### src/hdl/frame_parser_regs.vh
// offsets, fields, frame sizes and codes for the speech frame field parser
`ifndef FRAME_PARSER_REGS_VH
`define FRAME_PARSER_REGS_VH
`define REG_CTRL 8'h00
`define REG_STATUS 8'h04
`define REG_FIELDS 8'h08
`define REG_PARTIAL 8'h0C
`define REG_FRAMES 8'h10
`define REG_ERRORS 8'h14
`define CTRL_ENABLE 0
`define CTRL_CLEAR 1
`define CTRL_RESET 2'h1
`define LEN_SID 12'h030
`define LEN_CA 12'h108
`define LEN_16K4 12'h148
`define LEN_24K4 12'h1E8
`define LEN_32K 12'h280
`define LEN_48K 12'h3C0
`define LEN_64K 12'h500
`define LEN_96K 12'h780
`define LEN_128K 12'hA00
`define RATE_16K4 4'h0
`define RATE_24K4 4'h1
`define RATE_32K 4'h2
`define RATE_48K 4'h3
`define RATE_64K 4'h4
`define RATE_96K 4'h5
`define RATE_128K 4'h6
`define RATE_SID 4'h7
`define RATE_CA 4'h8
`define KIND_NORMAL 3'h0
`define KIND_SID_SPECTRAL 3'h1
`define KIND_SID_PRED_WIDE 3'h2
`define KIND_SID_PRED_SUPER 3'h3
`define KIND_CA 3'h4
`define CORE_LP 2'h0
`define CORE_HQ 2'h1
`define CORE_TRANSFORM 2'h2
`define PARTIAL_NONE_BITS 7'h00
`define PARTIAL_FREQ_BITS 7'h3C
`define PARTIAL_TIME_ONE_BITS 7'h28
`define PARTIAL_TIME_TWO_BITS 7'h28
`define PARTIAL_ALL_PRED_BITS 7'h0C
`define PARTIAL_NON_PRED_BITS 7'h1C
`define PARTIAL_GEN_PRED_BITS 7'h3C
`define PARTIAL_NOISE_BITS 7'h1E
`define CA_TRAILER_BITS 9'h00A
`define CA_PAYLOAD_BITS 9'h103
`endif

### src/hdl/speech_frame_field_parser.v
// speech frame field parser with an ahb-lite register slave
//
// Contract
// - fields arrive and assemble msb first
// - 328 bits at 16.4, 488 at 24.4
// - 640 bits at 32
// - 960/1280/1920/2560 bits for 48-128
// - one core select bit at 24.4, 32
// - next bit picks hq or transform core
// - transform core reads two coder type bits
// - hq reads prior-lp bit, second if set
// - second bit picks 12.8 or 16 kHz
// - lp core at 32/64 uses joint index
// - lp at 32 reads extension layer bit
// - 48 kbps: transform core, no select bit
// - silence descriptor is always 48 bits
// - three descriptor formats by noise type flag
// - spectral descriptor: 1,2,1,7,37 bit fields
// - predictive descriptor: 1,1,1,3,29,7 bit fields
// - wideband predictive: 6 envelope bits
// - super-wideband: 4 energy, 2 unused bits
// - channel-aware frame is 264 bits
// - first 5 bits hold joint index
// - no redundancy: parse as ordinary frame; here still channel-aware kind and rate, partial fields zero
// - last three bits: partial copy type
// - two bits before: partial copy offset
// - bit split depends on type, max 60
`include "frame_parser_regs.vh"
module speech_frame_field_parser (
  input wire SYS_CLK,
  input wire RST_N,
  input wire HSEL,
  input wire [31:0] HADDR,
  input wire [1:0] HTRANS,
  input wire HWRITE,
  input wire [2:0] HSIZE,
  input wire [31:0] HWDATA,
  input wire HREADY,
  output reg [31:0] HRDATA,
  output reg HREADYOUT,
  output reg HRESP,
  input wire BIT_VALID,
  input wire BIT_DATA,
  input wire BIT_LAST,
  output reg FIELDS_VALID,
  output reg FRAME_ERROR,
  output reg [2:0] FRAME_KIND,
  output reg [3:0] FRAME_RATE,
  output reg [1:0] CORE,
  output reg [1:0] BANDWIDTH,
  output reg [4:0] CODER_TYPE,
  output reg PRIOR_LP,
  output reg HQ_RATE_16K,
  output reg EXT_FREQ,
  output reg PARTIAL_PRESENT,
  output reg [2:0] PARTIAL_TYPE,
  output reg [2:0] PARTIAL_OFFSET,
  output reg [6:0] PARTIAL_BITS,
  output reg [8:0] PRIMARY_BITS,
  output reg [2:0] SID_HANGOVER,
  output reg [6:0] SID_FIELD_A,
  output reg [36:0] SID_FIELD_B,
  output reg [6:0] SID_FIELD_C
);
  parameter LEN_WIDTH = 12;
  parameter HEAD_BITS = 48;
  localparam S_IDLE = 3'b001;
  localparam S_BITS = 3'b010;
  localparam S_EMIT = 3'b100;

  reg [2:0] state_reg;
  reg [LEN_WIDTH-1:0] len_reg;
  reg [HEAD_BITS-1:0] head_reg;
  reg [4:0] tail_reg;
  reg [1:0] ctrl_reg;
  reg [15:0] frames_reg;
  reg [15:0] errors_reg;
  reg last_err_reg;
  reg [LEN_WIDTH-1:0] last_len_reg;
  reg ph_write_reg;
  reg [7:0] ph_addr_reg;

  ////////////////////////////////////////////////////////////////////////
  // bit collection
  wire take_bit = ctrl_reg[`CTRL_ENABLE] & BIT_VALID & ~state_reg[2];
  wire len_full = &len_reg;

  // frame walk: gather bits, then decode one cycle after the last bit
  always @(posedge SYS_CLK or negedge RST_N) begin
    if (!RST_N) begin
      state_reg <= S_IDLE;
      len_reg <= {LEN_WIDTH{1'b0}};
      head_reg <= {HEAD_BITS{1'b0}};
      tail_reg <= 5'h00;
    end else begin
      case (state_reg)
        S_IDLE, S_BITS: begin
          if (take_bit) begin
            if (len_reg < HEAD_BITS)
              head_reg <= {head_reg[HEAD_BITS-2:0], BIT_DATA};
            tail_reg <= {tail_reg[3:0], BIT_DATA};
            if (!len_full)
              len_reg <= len_reg + 1'b1;
            state_reg <= BIT_LAST ? S_EMIT : S_BITS;
          end
        end
        S_EMIT: begin
          len_reg <= {LEN_WIDTH{1'b0}};
          head_reg <= {HEAD_BITS{1'b0}};
          state_reg <= S_IDLE;
        end
        default: state_reg <= S_IDLE;
      endcase
    end
  end

  ////////////////////////////////////////////////////////////////////////
  // field decode from first 48 and last 5 bits
  wire [HEAD_BITS-1:0] h = head_reg;
  reg ok;
  reg [2:0] kind_next;
  reg [3:0] rate_next;
  reg [1:0] core_next;
  reg [1:0] bw_next;
  reg [4:0] ct_next;
  reg prior_next;
  reg hq16_next;
  reg ext_next;
  reg pp_next;
  reg [2:0] ptype_next;
  reg [2:0] poff_next;
  reg [6:0] pbits_next;
  reg [2:0] hang_next;
  reg [6:0] sa_next;
  reg [36:0] sb_next;
  reg [6:0] sc_next;

  // hq switching bits sit at position p and p+1
  task hq_switch;
    input integer p;
    begin
      core_next = `CORE_HQ;
      prior_next = h[47-p];
      hq16_next = h[47-p] & h[46-p];
    end
  endtask

  always @* begin
    ok = 1'b1;
    kind_next = `KIND_NORMAL;
    rate_next = `RATE_16K4;
    core_next = `CORE_LP;
    bw_next = 2'h0;
    ct_next = 5'h00;
    prior_next = 1'b0;
    hq16_next = 1'b0;
    ext_next = 1'b0;
    pp_next = 1'b0;
    ptype_next = 3'h0;
    poff_next = 3'h0;
    pbits_next = `PARTIAL_NONE_BITS;
    hang_next = 3'h0;
    sa_next = 7'h00;
    sb_next = 37'h0;
    sc_next = 7'h00;
    case (len_reg)
      `LEN_16K4: begin
        rate_next = `RATE_16K4;
        bw_next = h[47:46];
        ct_next = {2'h0, h[44:42]};
      end
      `LEN_24K4: begin
        rate_next = `RATE_24K4;
        bw_next = h[47:46];
        if (!h[44]) begin
          ct_next = {3'h0, h[43:42]};
        end else if (h[43]) begin
          core_next = `CORE_TRANSFORM;
          ct_next = {3'h0, h[42:41]};
        end else begin
          hq_switch(5);
        end
      end
      `LEN_32K: begin
        rate_next = `RATE_32K;
        if (!h[47]) begin
          ct_next = {1'b0, h[46:43]};
          ext_next = h[42];
        end else if (h[46]) begin
          core_next = `CORE_TRANSFORM;
          ct_next = {3'h0, h[45:44]};
        end else begin
          hq_switch(2);
        end
      end
      `LEN_48K: begin
        rate_next = `RATE_48K;
        core_next = `CORE_TRANSFORM;
        bw_next = h[47:46];
        ct_next = {2'h0, h[44:42]};
      end
      `LEN_64K: begin
        rate_next = `RATE_64K;
        if (!h[47])
          ct_next = {1'b0, h[46:43]};
        else
          hq_switch(1);
      end
      `LEN_96K, `LEN_128K: begin
        rate_next = (len_reg == `LEN_96K) ? `RATE_96K : `RATE_128K;
        core_next = `CORE_TRANSFORM;
        bw_next = h[47:46];
        ct_next = {2'h0, h[44:42]};
      end
      `LEN_SID: begin
        rate_next = `RATE_SID;
        if (h[47]) begin
          kind_next = `KIND_SID_SPECTRAL;
          bw_next = h[46:45];
          hq16_next = h[44];
          sa_next = h[43:37];
          sb_next = h[36:0];
        end else begin
          kind_next = h[46] ? `KIND_SID_PRED_SUPER : `KIND_SID_PRED_WIDE;
          bw_next = {1'b0, h[46]};
          hq16_next = h[45];
          hang_next = h[44:42];
          sb_next = {8'h00, h[41:13]};
          sa_next = h[12:6];
          if (h[46])
            sc_next = {3'h0, h[5:2]};
          else
            sc_next = {1'b0, h[5:0]};
        end
      end
      `LEN_CA: begin
        rate_next = `RATE_CA;
        kind_next = `KIND_CA;
        ct_next = h[47:43];
        pp_next = h[47];
        if (h[47]) begin
          ptype_next = tail_reg[2:0];
          case (tail_reg[4:3])
            2'h0: poff_next = 3'h2;
            2'h1: poff_next = 3'h3;
            2'h2: poff_next = 3'h5;
            default: poff_next = 3'h7;
          endcase
          case (tail_reg[2:0])
            3'h0: pbits_next = `PARTIAL_NONE_BITS;
            3'h1: pbits_next = `PARTIAL_FREQ_BITS;
            3'h2: pbits_next = `PARTIAL_TIME_ONE_BITS;
            3'h3: pbits_next = `PARTIAL_TIME_TWO_BITS;
            3'h4: pbits_next = `PARTIAL_ALL_PRED_BITS;
            3'h5: pbits_next = `PARTIAL_NON_PRED_BITS;
            3'h6: pbits_next = `PARTIAL_GEN_PRED_BITS;
            default: pbits_next = `PARTIAL_NOISE_BITS;
          endcase
        end
      end
      default: ok = 1'b0;
    endcase
  end

  ////////////////////////////////////////////////////////////////////////
  // result outputs, fields held until the next good frame
  wire emit = state_reg[2];

  always @(posedge SYS_CLK or negedge RST_N) begin
    if (!RST_N) begin
      FIELDS_VALID <= 1'b0;
      FRAME_ERROR <= 1'b0;
      FRAME_KIND <= 3'h0;
      FRAME_RATE <= 4'h0;
      CORE <= 2'h0;
      BANDWIDTH <= 2'h0;
      CODER_TYPE <= 5'h00;
      PRIOR_LP <= 1'b0;
      HQ_RATE_16K <= 1'b0;
      EXT_FREQ <= 1'b0;
      PARTIAL_PRESENT <= 1'b0;
      PARTIAL_TYPE <= 3'h0;
      PARTIAL_OFFSET <= 3'h0;
      PARTIAL_BITS <= 7'h00;
      PRIMARY_BITS <= 9'h000;
      SID_HANGOVER <= 3'h0;
      SID_FIELD_A <= 7'h00;
      SID_FIELD_B <= 37'h0;
      SID_FIELD_C <= 7'h00;
      last_err_reg <= 1'b0;
      last_len_reg <= {LEN_WIDTH{1'b0}};
    end else begin
      FIELDS_VALID <= emit & ok;
      FRAME_ERROR <= emit & ~ok;
      if (emit) begin
        last_err_reg <= ~ok;
        last_len_reg <= len_reg;
      end
      if (emit & ok) begin
        FRAME_KIND <= kind_next;
        FRAME_RATE <= rate_next;
        CORE <= core_next;
        BANDWIDTH <= bw_next;
        CODER_TYPE <= ct_next;
        PRIOR_LP <= prior_next;
        HQ_RATE_16K <= hq16_next;
        EXT_FREQ <= ext_next;
        PARTIAL_PRESENT <= pp_next;
        PARTIAL_TYPE <= ptype_next;
        PARTIAL_OFFSET <= poff_next;
        PARTIAL_BITS <= pbits_next;
        PRIMARY_BITS <= pp_next ? (`CA_PAYLOAD_BITS - `CA_TRAILER_BITS - {2'h0, pbits_next})
                                : 9'h000;
        SID_HANGOVER <= hang_next;
        SID_FIELD_A <= sa_next;
        SID_FIELD_B <= sb_next;
        SID_FIELD_C <= sc_next;
      end
    end
  end

  ////////////////////////////////////////////////////////////////////////
  // ahb-lite slave, zero wait states, always okay
  wire ap_valid = HSEL & HREADY & HTRANS[1];
  reg [31:0] rd_next;

  // read mux from the address phase
  always @* begin
    case (HADDR[7:0])
      `REG_CTRL: rd_next = {30'h0, ctrl_reg};
      `REG_STATUS: rd_next = {4'h0, last_len_reg, 13'h0, last_err_reg, state_reg[1], emit};
      `REG_FIELDS: rd_next = {4'h0, FRAME_RATE, 1'b0, FRAME_KIND, 2'h0, CORE, 2'h0, BANDWIDTH,
                              1'b0, CODER_TYPE, 3'h0, PRIOR_LP, HQ_RATE_16K, EXT_FREQ};
      `REG_PARTIAL: rd_next = {PARTIAL_PRESENT, PARTIAL_TYPE, 1'b0, PARTIAL_OFFSET, 1'b0,
                               PARTIAL_BITS, 7'h00, PRIMARY_BITS};
      `REG_FRAMES: rd_next = {16'h0, frames_reg};
      `REG_ERRORS: rd_next = {16'h0, errors_reg};
      default: rd_next = 32'h0;
    endcase
  end

  // address phase capture and read data
  always @(posedge SYS_CLK or negedge RST_N) begin
    if (!RST_N) begin
      ph_write_reg <= 1'b0;
      ph_addr_reg <= 8'h00;
      HRDATA <= 32'h0;
      HREADYOUT <= 1'b0;
      HRESP <= 1'b0;
    end else begin
      HREADYOUT <= 1'b1;
      HRESP <= 1'b0;
      ph_write_reg <= ap_valid & HWRITE;
      ph_addr_reg <= HADDR[7:0];
      if (ap_valid & ~HWRITE)
        HRDATA <= rd_next;
    end
  end

  // control register and counters
  wire wr_ctrl = ph_write_reg & (ph_addr_reg == `REG_CTRL);
  wire clear = wr_ctrl & HWDATA[`CTRL_CLEAR];

  always @(posedge SYS_CLK or negedge RST_N) begin
    if (!RST_N) begin
      ctrl_reg <= `CTRL_RESET;
      frames_reg <= 16'h0;
      errors_reg <= 16'h0;
    end else begin
      if (wr_ctrl)
        ctrl_reg <= {1'b0, HWDATA[`CTRL_ENABLE]};
      if (emit & ok)
        frames_reg <= frames_reg + 16'h1;
      else if (clear)
        frames_reg <= 16'h0;
      if (emit & ~ok)
        errors_reg <= errors_reg + 16'h1;
      else if (clear)
        errors_reg <= 16'h0;
    end
  end
endmodule

### config.mk
export PLATFORM = sky130hd
export DESIGN_NAME = speech_frame_field_parser
export DESIGN_NICKNAME = d
export VERILOG_FILES = /design/src/hdl/speech_frame_field_parser.v
export VERILOG_INCLUDE_DIRS = /design/src /design/src/hdl
export SDC_FILE = /design/constraint.sdc
export NUM_CORES = 1
export LEC_CHECK = 0
export ABC_AREA = 1
export BUFFER_PORTS_ARGS = -buffer_cell sky130_fd_sc_hd__clkbuf_2
export CAP_MARGIN = 20
export CORE_ASPECT_RATIO = 0.75
export CORE_MARGIN = 1.5
export CORE_UTILIZATION = 51
export CTS_CLUSTER_SIZE = 10
export DETAILED_ROUTE_END_ITERATION = 10
export HOLD_SLACK_MARGIN = 0.06
export PLACE_DENSITY = 0.76
export SYNTH_ARGS = -nofsm -noshare
export SYNTH_HDL_FRONTEND = slang
export SYNTH_SLANG_ARGS = --single-unit
### constraint.sdc
create_clock -name SYS_CLK -period 1.9 [get_ports SYS_CLK]
set_input_delay 0.285 -clock SYS_CLK [delete_from_list [all_inputs] [get_ports SYS_CLK]]
set_output_delay 0.285 -clock SYS_CLK [all_outputs]
set_load 0.01 [all_outputs]
* Yosys cells after proc, flatten, opt, wreduce, memory -nomap -nowiden
Cells that the tools add are included.
Cells by class: bitwise gates (word level) 16, equality and inequality tests 28, muxes and demuxes 67, reductions and logical operators 19, magnitude comparators 1, add/subtract/negate cells 4
Operator list (number):
- $pmux 32 s6 | 1
- $mux 48 | 2
- $pmux 48 s2 | 1
- $mux 37 | 2
- $mux 16 | 3
- $eq 12x9->1 const B | 3
- $add 16x1->16 const B | 2
- $mux 6 | 5
- $pmux 6 s5 | 1
- $pmux 4 s7 | 1
- $mux 3 | 9
- $pmux 5 s5 | 1
- $eq 12x10->1 const B | 2
- $eq 12x11->1 const B | 2
- $mux 12 | 2
- $pmux 12 s2 | 1
- $mux 2 | 10
- $mux 1 | 17
- $eq 8x4->1 const B | 2
- $eq 8x5->1 const B | 2
- $logic_not 8->1 | 2
- $mux 7 | 2
- $and 1x1->1 | 13
- $add 12x1->12 const B | 1
- 31 further kinds | 48
Storage, ports and cells: register bits after elaboration 254, word-level logic and storage cells 167

* Depth between registers and ports, before layout
word-level depth 7, mapped depth 16, mapped depth without buffers 15

* Worst setup path before layout
Ideal clock, no wire load.
kind reg2reg, start point register len_reg[0], end point register PRIMARY_BITS[5], path buffers 0, arrival 1.974 ns, path slack -0.150 ns, data required time 1.824 ns, cell stages (with the launch flop) 16, path through dfrtp_1 -> inv_1 -> ha_1 -> nand3_1 -> nor2_4 -> nand2_2 -> inv_2 -> nand2_1 -> inv_1 -> o21ai_0 -> ha_1 -> inv_1 -> nand2_1 -> nand2_1 -> nand3_1 -> o21ai_1
Between the ends: word-level cells in the longest chain between the ends 4, elaborated cells on any way between the ends 16
RTL lines:
- start: declaration | RTL line speech_frame_field_parser.v:72 | reg [LEN_WIDTH-1:0] len_reg;
- start signal: assignment | RTL line speech_frame_field_parser.v:92 | len_reg <= {LEN_WIDTH{1'b0}};
- start signal: assignment | RTL line speech_frame_field_parser.v:103 | len_reg <= len_reg + 1'b1;
- start signal: assignment | RTL line speech_frame_field_parser.v:108 | len_reg <= {LEN_WIDTH{1'b0}};
- $eq 12x9->1, or another cell as far along | RTL line speech_frame_field_parser.v:166 | case (len_reg)
- $mux 6 or $reduce_or 9->1 (tied branches)
- $sub 8x7->9 (no line) or $mux 1 (tied branches)
- $mux 9 or $and 1x1->1 (tied branches) | RTL line speech_frame_field_parser.v:312, speech_frame_field_parser.v:299
- end signal: assignment | RTL line speech_frame_field_parser.v:312 | PRIMARY_BITS <= pp_next ? (`CA_PAYLOAD_BITS - `CA_TRAILER_BITS - {2'h0, pbits_next})
- end: declaration | RTL line speech_frame_field_parser.v:59 | output reg [8:0] PRIMARY_BITS,
Parallel ways exist; a longest one is shown, timed or not. A chain may end at the register's enable or synchronous reset.

* Worst setup path after layout
start point register len_reg[0], end point register SID_FIELD_B[14]
Between the ends: word-level cells in the longest chain between the ends 4, elaborated cells on any way between the ends 13
RTL lines:
- $eq 12x11->1, or another cell as far along | RTL line speech_frame_field_parser.v:166
- $reduce_or 9->1 (no line)
- $mux 1 | RTL line speech_frame_field_parser.v:166
- $and 1x1->1 | RTL line speech_frame_field_parser.v:299 | if (emit & ok) begin
- end signal: assignment | RTL line speech_frame_field_parser.v:316 | SID_FIELD_B <= sb_next;
- end: declaration | RTL line speech_frame_field_parser.v:62 | output reg [36:0] SID_FIELD_B,
Parallel ways exist; a longest one is shown, timed or not.

==> flow_metrics.tcl <==
set metrics [dict create \
    hold_path_class "in -> reg" \
    ys_dominant_reg_cell "dfrtp_1" \
    worstPathArrival_ps 2370 \
    antenna_cells 0 \
    vdd_drop_max_uv 796 \
    fmax_mhz 510 \
    crit_buf_inv 2 \
    synthTopCellsByArea "dfrtp_1 50%, nand2_1 15%, o21ai_0 5.8%, nand3_1 4.0%, inv_1 4.0%" \
    p_sw_w 0.00669 \
    tightest_slew_ps 510 \
    clockBufferDepth 3 \
    async_flop_share_pct 100 \
    fin_setup_tns_ps -618 \
    area_growth_pct 24.6 \
    drc 0 \
    cp-end-kind "flip-flop" \
    rr_worst_depth 12 \
    rsz0062_at_grt "true" \
    grt_overflow_total 0 \
    path_common_cell "nand2_1" \
    placed_area_um2 13800 \
    grt_pass1_wl_mm 56.4 \
    synth.yosys.seq_area_share_pct 50.8 \
    critical_path_required_ps 2310 \
    setup_viol 37 \
    p_leak_nw 7.69 \
    cts_made_buffers 28 \
    syn_avg_cell_area_um2 7.99 \
    syn-instance-count 1531 \
    netlist_area_um2 12200 \
    wl_per_cell_um 17.8 \
    finalMaxSlewViolations 0 \
    clockPowerShare_pct 27.7 \
    stdcell_area_um2 15200 \
    yosysUniqueCellTypes 45 \
    pwr-share-comb_pct 32.1 \
    crit_path_cell_trace "inv_2, ha_4, nand2_1, nor2_4, nand3_2, nand2_1, nor2_1, nand3_2, nand2_4, clkbuf_16, nand2_1, o21ai_0" \
    synth_top_area_share_pct 50.3 \
    cts_sinks 248 \
    swShare_pct 37.5 \
    dieArea_um2 24900 \
    grt_max_degree 52 \
    placementRows 48 \
    fin_nets 1841 \
    slew-limit-headroom_pct 65.6 \
    root_buffer "clkbuf_16" \
    die_h_um 137 \
    cts_tree "yes" \
    cpMaxStageDelayCell "dfrtp_1" \
    core_um2 23200 \
    antenna_found_initial 0 \
    ios 209 \
    critical_path_class "reg -> reg" \
    synth_edf_count 0 \
    seq_power_share_pct 40.2 \
    crit_fanout 23 \
    clk-insertion-delay-late_ps 540 \
    via_per_inst 5.57 \
    max-cap-violations 0 \
    dr_total_vias 11587 \
    portBuffers 145 \
    hpwl_mm 25.3 \
    final_util_pct 65.6 \
    status "complete, but fails checks" \
    drive_above_1_share_pct 22.2 \
    fp.dieW_um 182 \
    initial_utilization_pct 52.6 \
    place.gp.congestion 0.959 \
    first_iter_violations 1062 \
    grt_pass1_vias 10626 \
    largest_reg_flops 48 \
    hold_violations 0 \
    max_stage_delay_ps 380 \
    synth_top_area_cell "dfrtp_1" \
    post-place-ws_ps -173 \
    antenna_left 0 \
    post-route-min-period_ps 1960 \
    violations "setup timing" \
    hold_depth 4 \
    finalCritPeriodShare_pct 103 \
    synth_seq_cells 248 \
    wirelength_mm 37.0 \
    synth_warnings 0 \
    clk_pin_slew_worst_paths_ps 60 \
    track_usage_pct 28.6 \
    power-per-cell-area_nw_per_um2 1170 \
    timing.final.ws_setup_ps -59.0 \
    cp-start-kind "flip-flop" \
    htreeDepth 1 \
    critPathTopFamily "simple AND/OR/NAND/NOR gates" \
    p_int_w 0.0112 \
    firstDrtPassIters 6 \
    path_depth 12 \
    clock_skew_ps 12.3 \
]
==> worst register-to-register path, cell delays in order, from the launching register on <==
cell and delay, ps:
dfrtp_1 380, inv_2 80, ha_4 170, nand2_1 90, nor2_4 200, nand3_2 140
nand2_1 90, nor2_1 60, nand3_2 110, nand2_4 110, clkbuf_16 220, nand2_1 90
o21ai_0 90
==> final timing paths <==
kind,to,start,slack [ps]
worst min register to register,HRDATA[14]$_DFFE_PN0P_,HRDATA[14]$_DFFE_PN0P_,480
max in group asynchronous,state_reg[0]$_DFFE_PN1P_,RST_N,990
min in group asynchronous,ph_addr_reg[5]$_DFF_PN0_,RST_N,260
worst min-delay path,state_reg[1]$_DFFE_PN0P_,BIT_VALID,210
worst max register to register,SID_FIELD_B[14]$_DFFE_PN0P_,len_reg[0]$_DFFE_PN0P_,-60
worst max-delay path,SID_FIELD_B[14]$_DFFE_PN0P_,len_reg[0]$_DFFE_PN0P_,-60
==> layout make-up <==
cell class / instances / area, µm²
clock buffers: 52 / 812
fillers: 1913 / 8010
repair buffers: 274 / 2010
well taps: 300 / 375
multi-input cells: 1063 / 5270
flip-flops and latches: 248 / 6220
inverters: 144 / 554
==> through the flow <==
stage	hold WS, ps	total power, W	cells
2_1_floorplan	-10.6	0.0108	1535
3_3_place_gp	225	0.0123	1998
3_5_place_dp	229	0.0125	1998
4_1_cts	179	0.0176	2069
5_1_grt	253	0.0189	2081
6_report	212	0.0178	2081
==> kinds of logic after synthesis <==
kind of cell,count (synthesis),share of synthesized area (%)
compound gates,268,11.9
xor+xnor,29,2.08
fa+ha+maj,5,0.512
buf+inv,224,8.12
flops,248,50.8
mux,1,0.0921
other cells,2,0.0614
simple gates,754,26.5
==> routing by layer <==
metal,vias up,part of all wire [%],global-route usage (%)
met4,0,2.2,6.90
li1,5430,-,-
met2,495,46,44.7
met5,-,0,0
met1,5590,44,41.7
met3,72,7.7,4.98
==> cell usage after synthesis, types with 3 or more instances <==
master,n
buf_6,4
nand2_1,505
ha_1,5
inv_1,129
a21oi_1,18
clkbuf_1,33
dfrtp_1,246
buf_4,13
nand2_2,8
buf_1,3
nor2_1,75
inv_2,13
xor2_1,28
nand3_2,15
nor2_2,3
o22ai_1,57
nand4_1,22
o21ai_0,141
buf_2,23
o21ai_1,36
o211ai_1,10
nor3_1,14
nor2_4,4
nand3b_1,3
nand3_1,97
==> cell usage in the layout, fill, tap and decap left out, types with 4 or more instances in the layout <==
| cell type | count |
|---|---|
| nor2_1 | 61 |
| nand2_1 | 494 |
| nand3_1 | 88 |
| o21ai_0 | 116 |
| clkbuf_16 | 33 |
| nor3_1 | 13 |
| dfrtp_2 | 6 |
| nand2_2 | 16 |
| nand3_2 | 21 |
| clkbuf_2 | 144 |
| nor2_4 | 10 |
| conb_1 | 6 |
| nand3_4 | 4 |
| dlygate4sd3_1 | 14 |
| dfrtp_1 | 240 |
| a21oi_1 | 18 |
| inv_1 | 121 |
| xor2_1 | 28 |
| o22ai_1 | 57 |
| buf_6 | 5 |
| o211ai_1 | 10 |
| inv_2 | 17 |
| buf_4 | 90 |
| nand4_1 | 22 |
| nor2_2 | 11 |
| clkbuf_1 | 23 |
| buf_12 | 14 |
| o21ai_1 | 58 |
==> repair_timing <==
item | CTS | global route
hold buffers | 14 | 0
resized for setup | 21 | 77
pin swaps | 7 | 11
endpoints found under the setup margin | 127 | 183
hold endpoints to repair | 93 | 0
gates cloned | 0 | 8
setup buffers | 5 | 4
==> power by group through the flow <==
stage	sequential, W	clock (W)	combinational (W)
3_3_place_gp	0.00716	0	0.00514
2_1_floorplan	0.00692	0	0.00384
5_1_grt	0.00731	0.00522	0.00642
4_1_cts	0.00712	0.00500	0.00543
3_5_place_dp	0.00719	0	0.00528
6_report	0.00717	0.00494	0.00573
No activity file was read; power rests on OpenSTA's default activity.
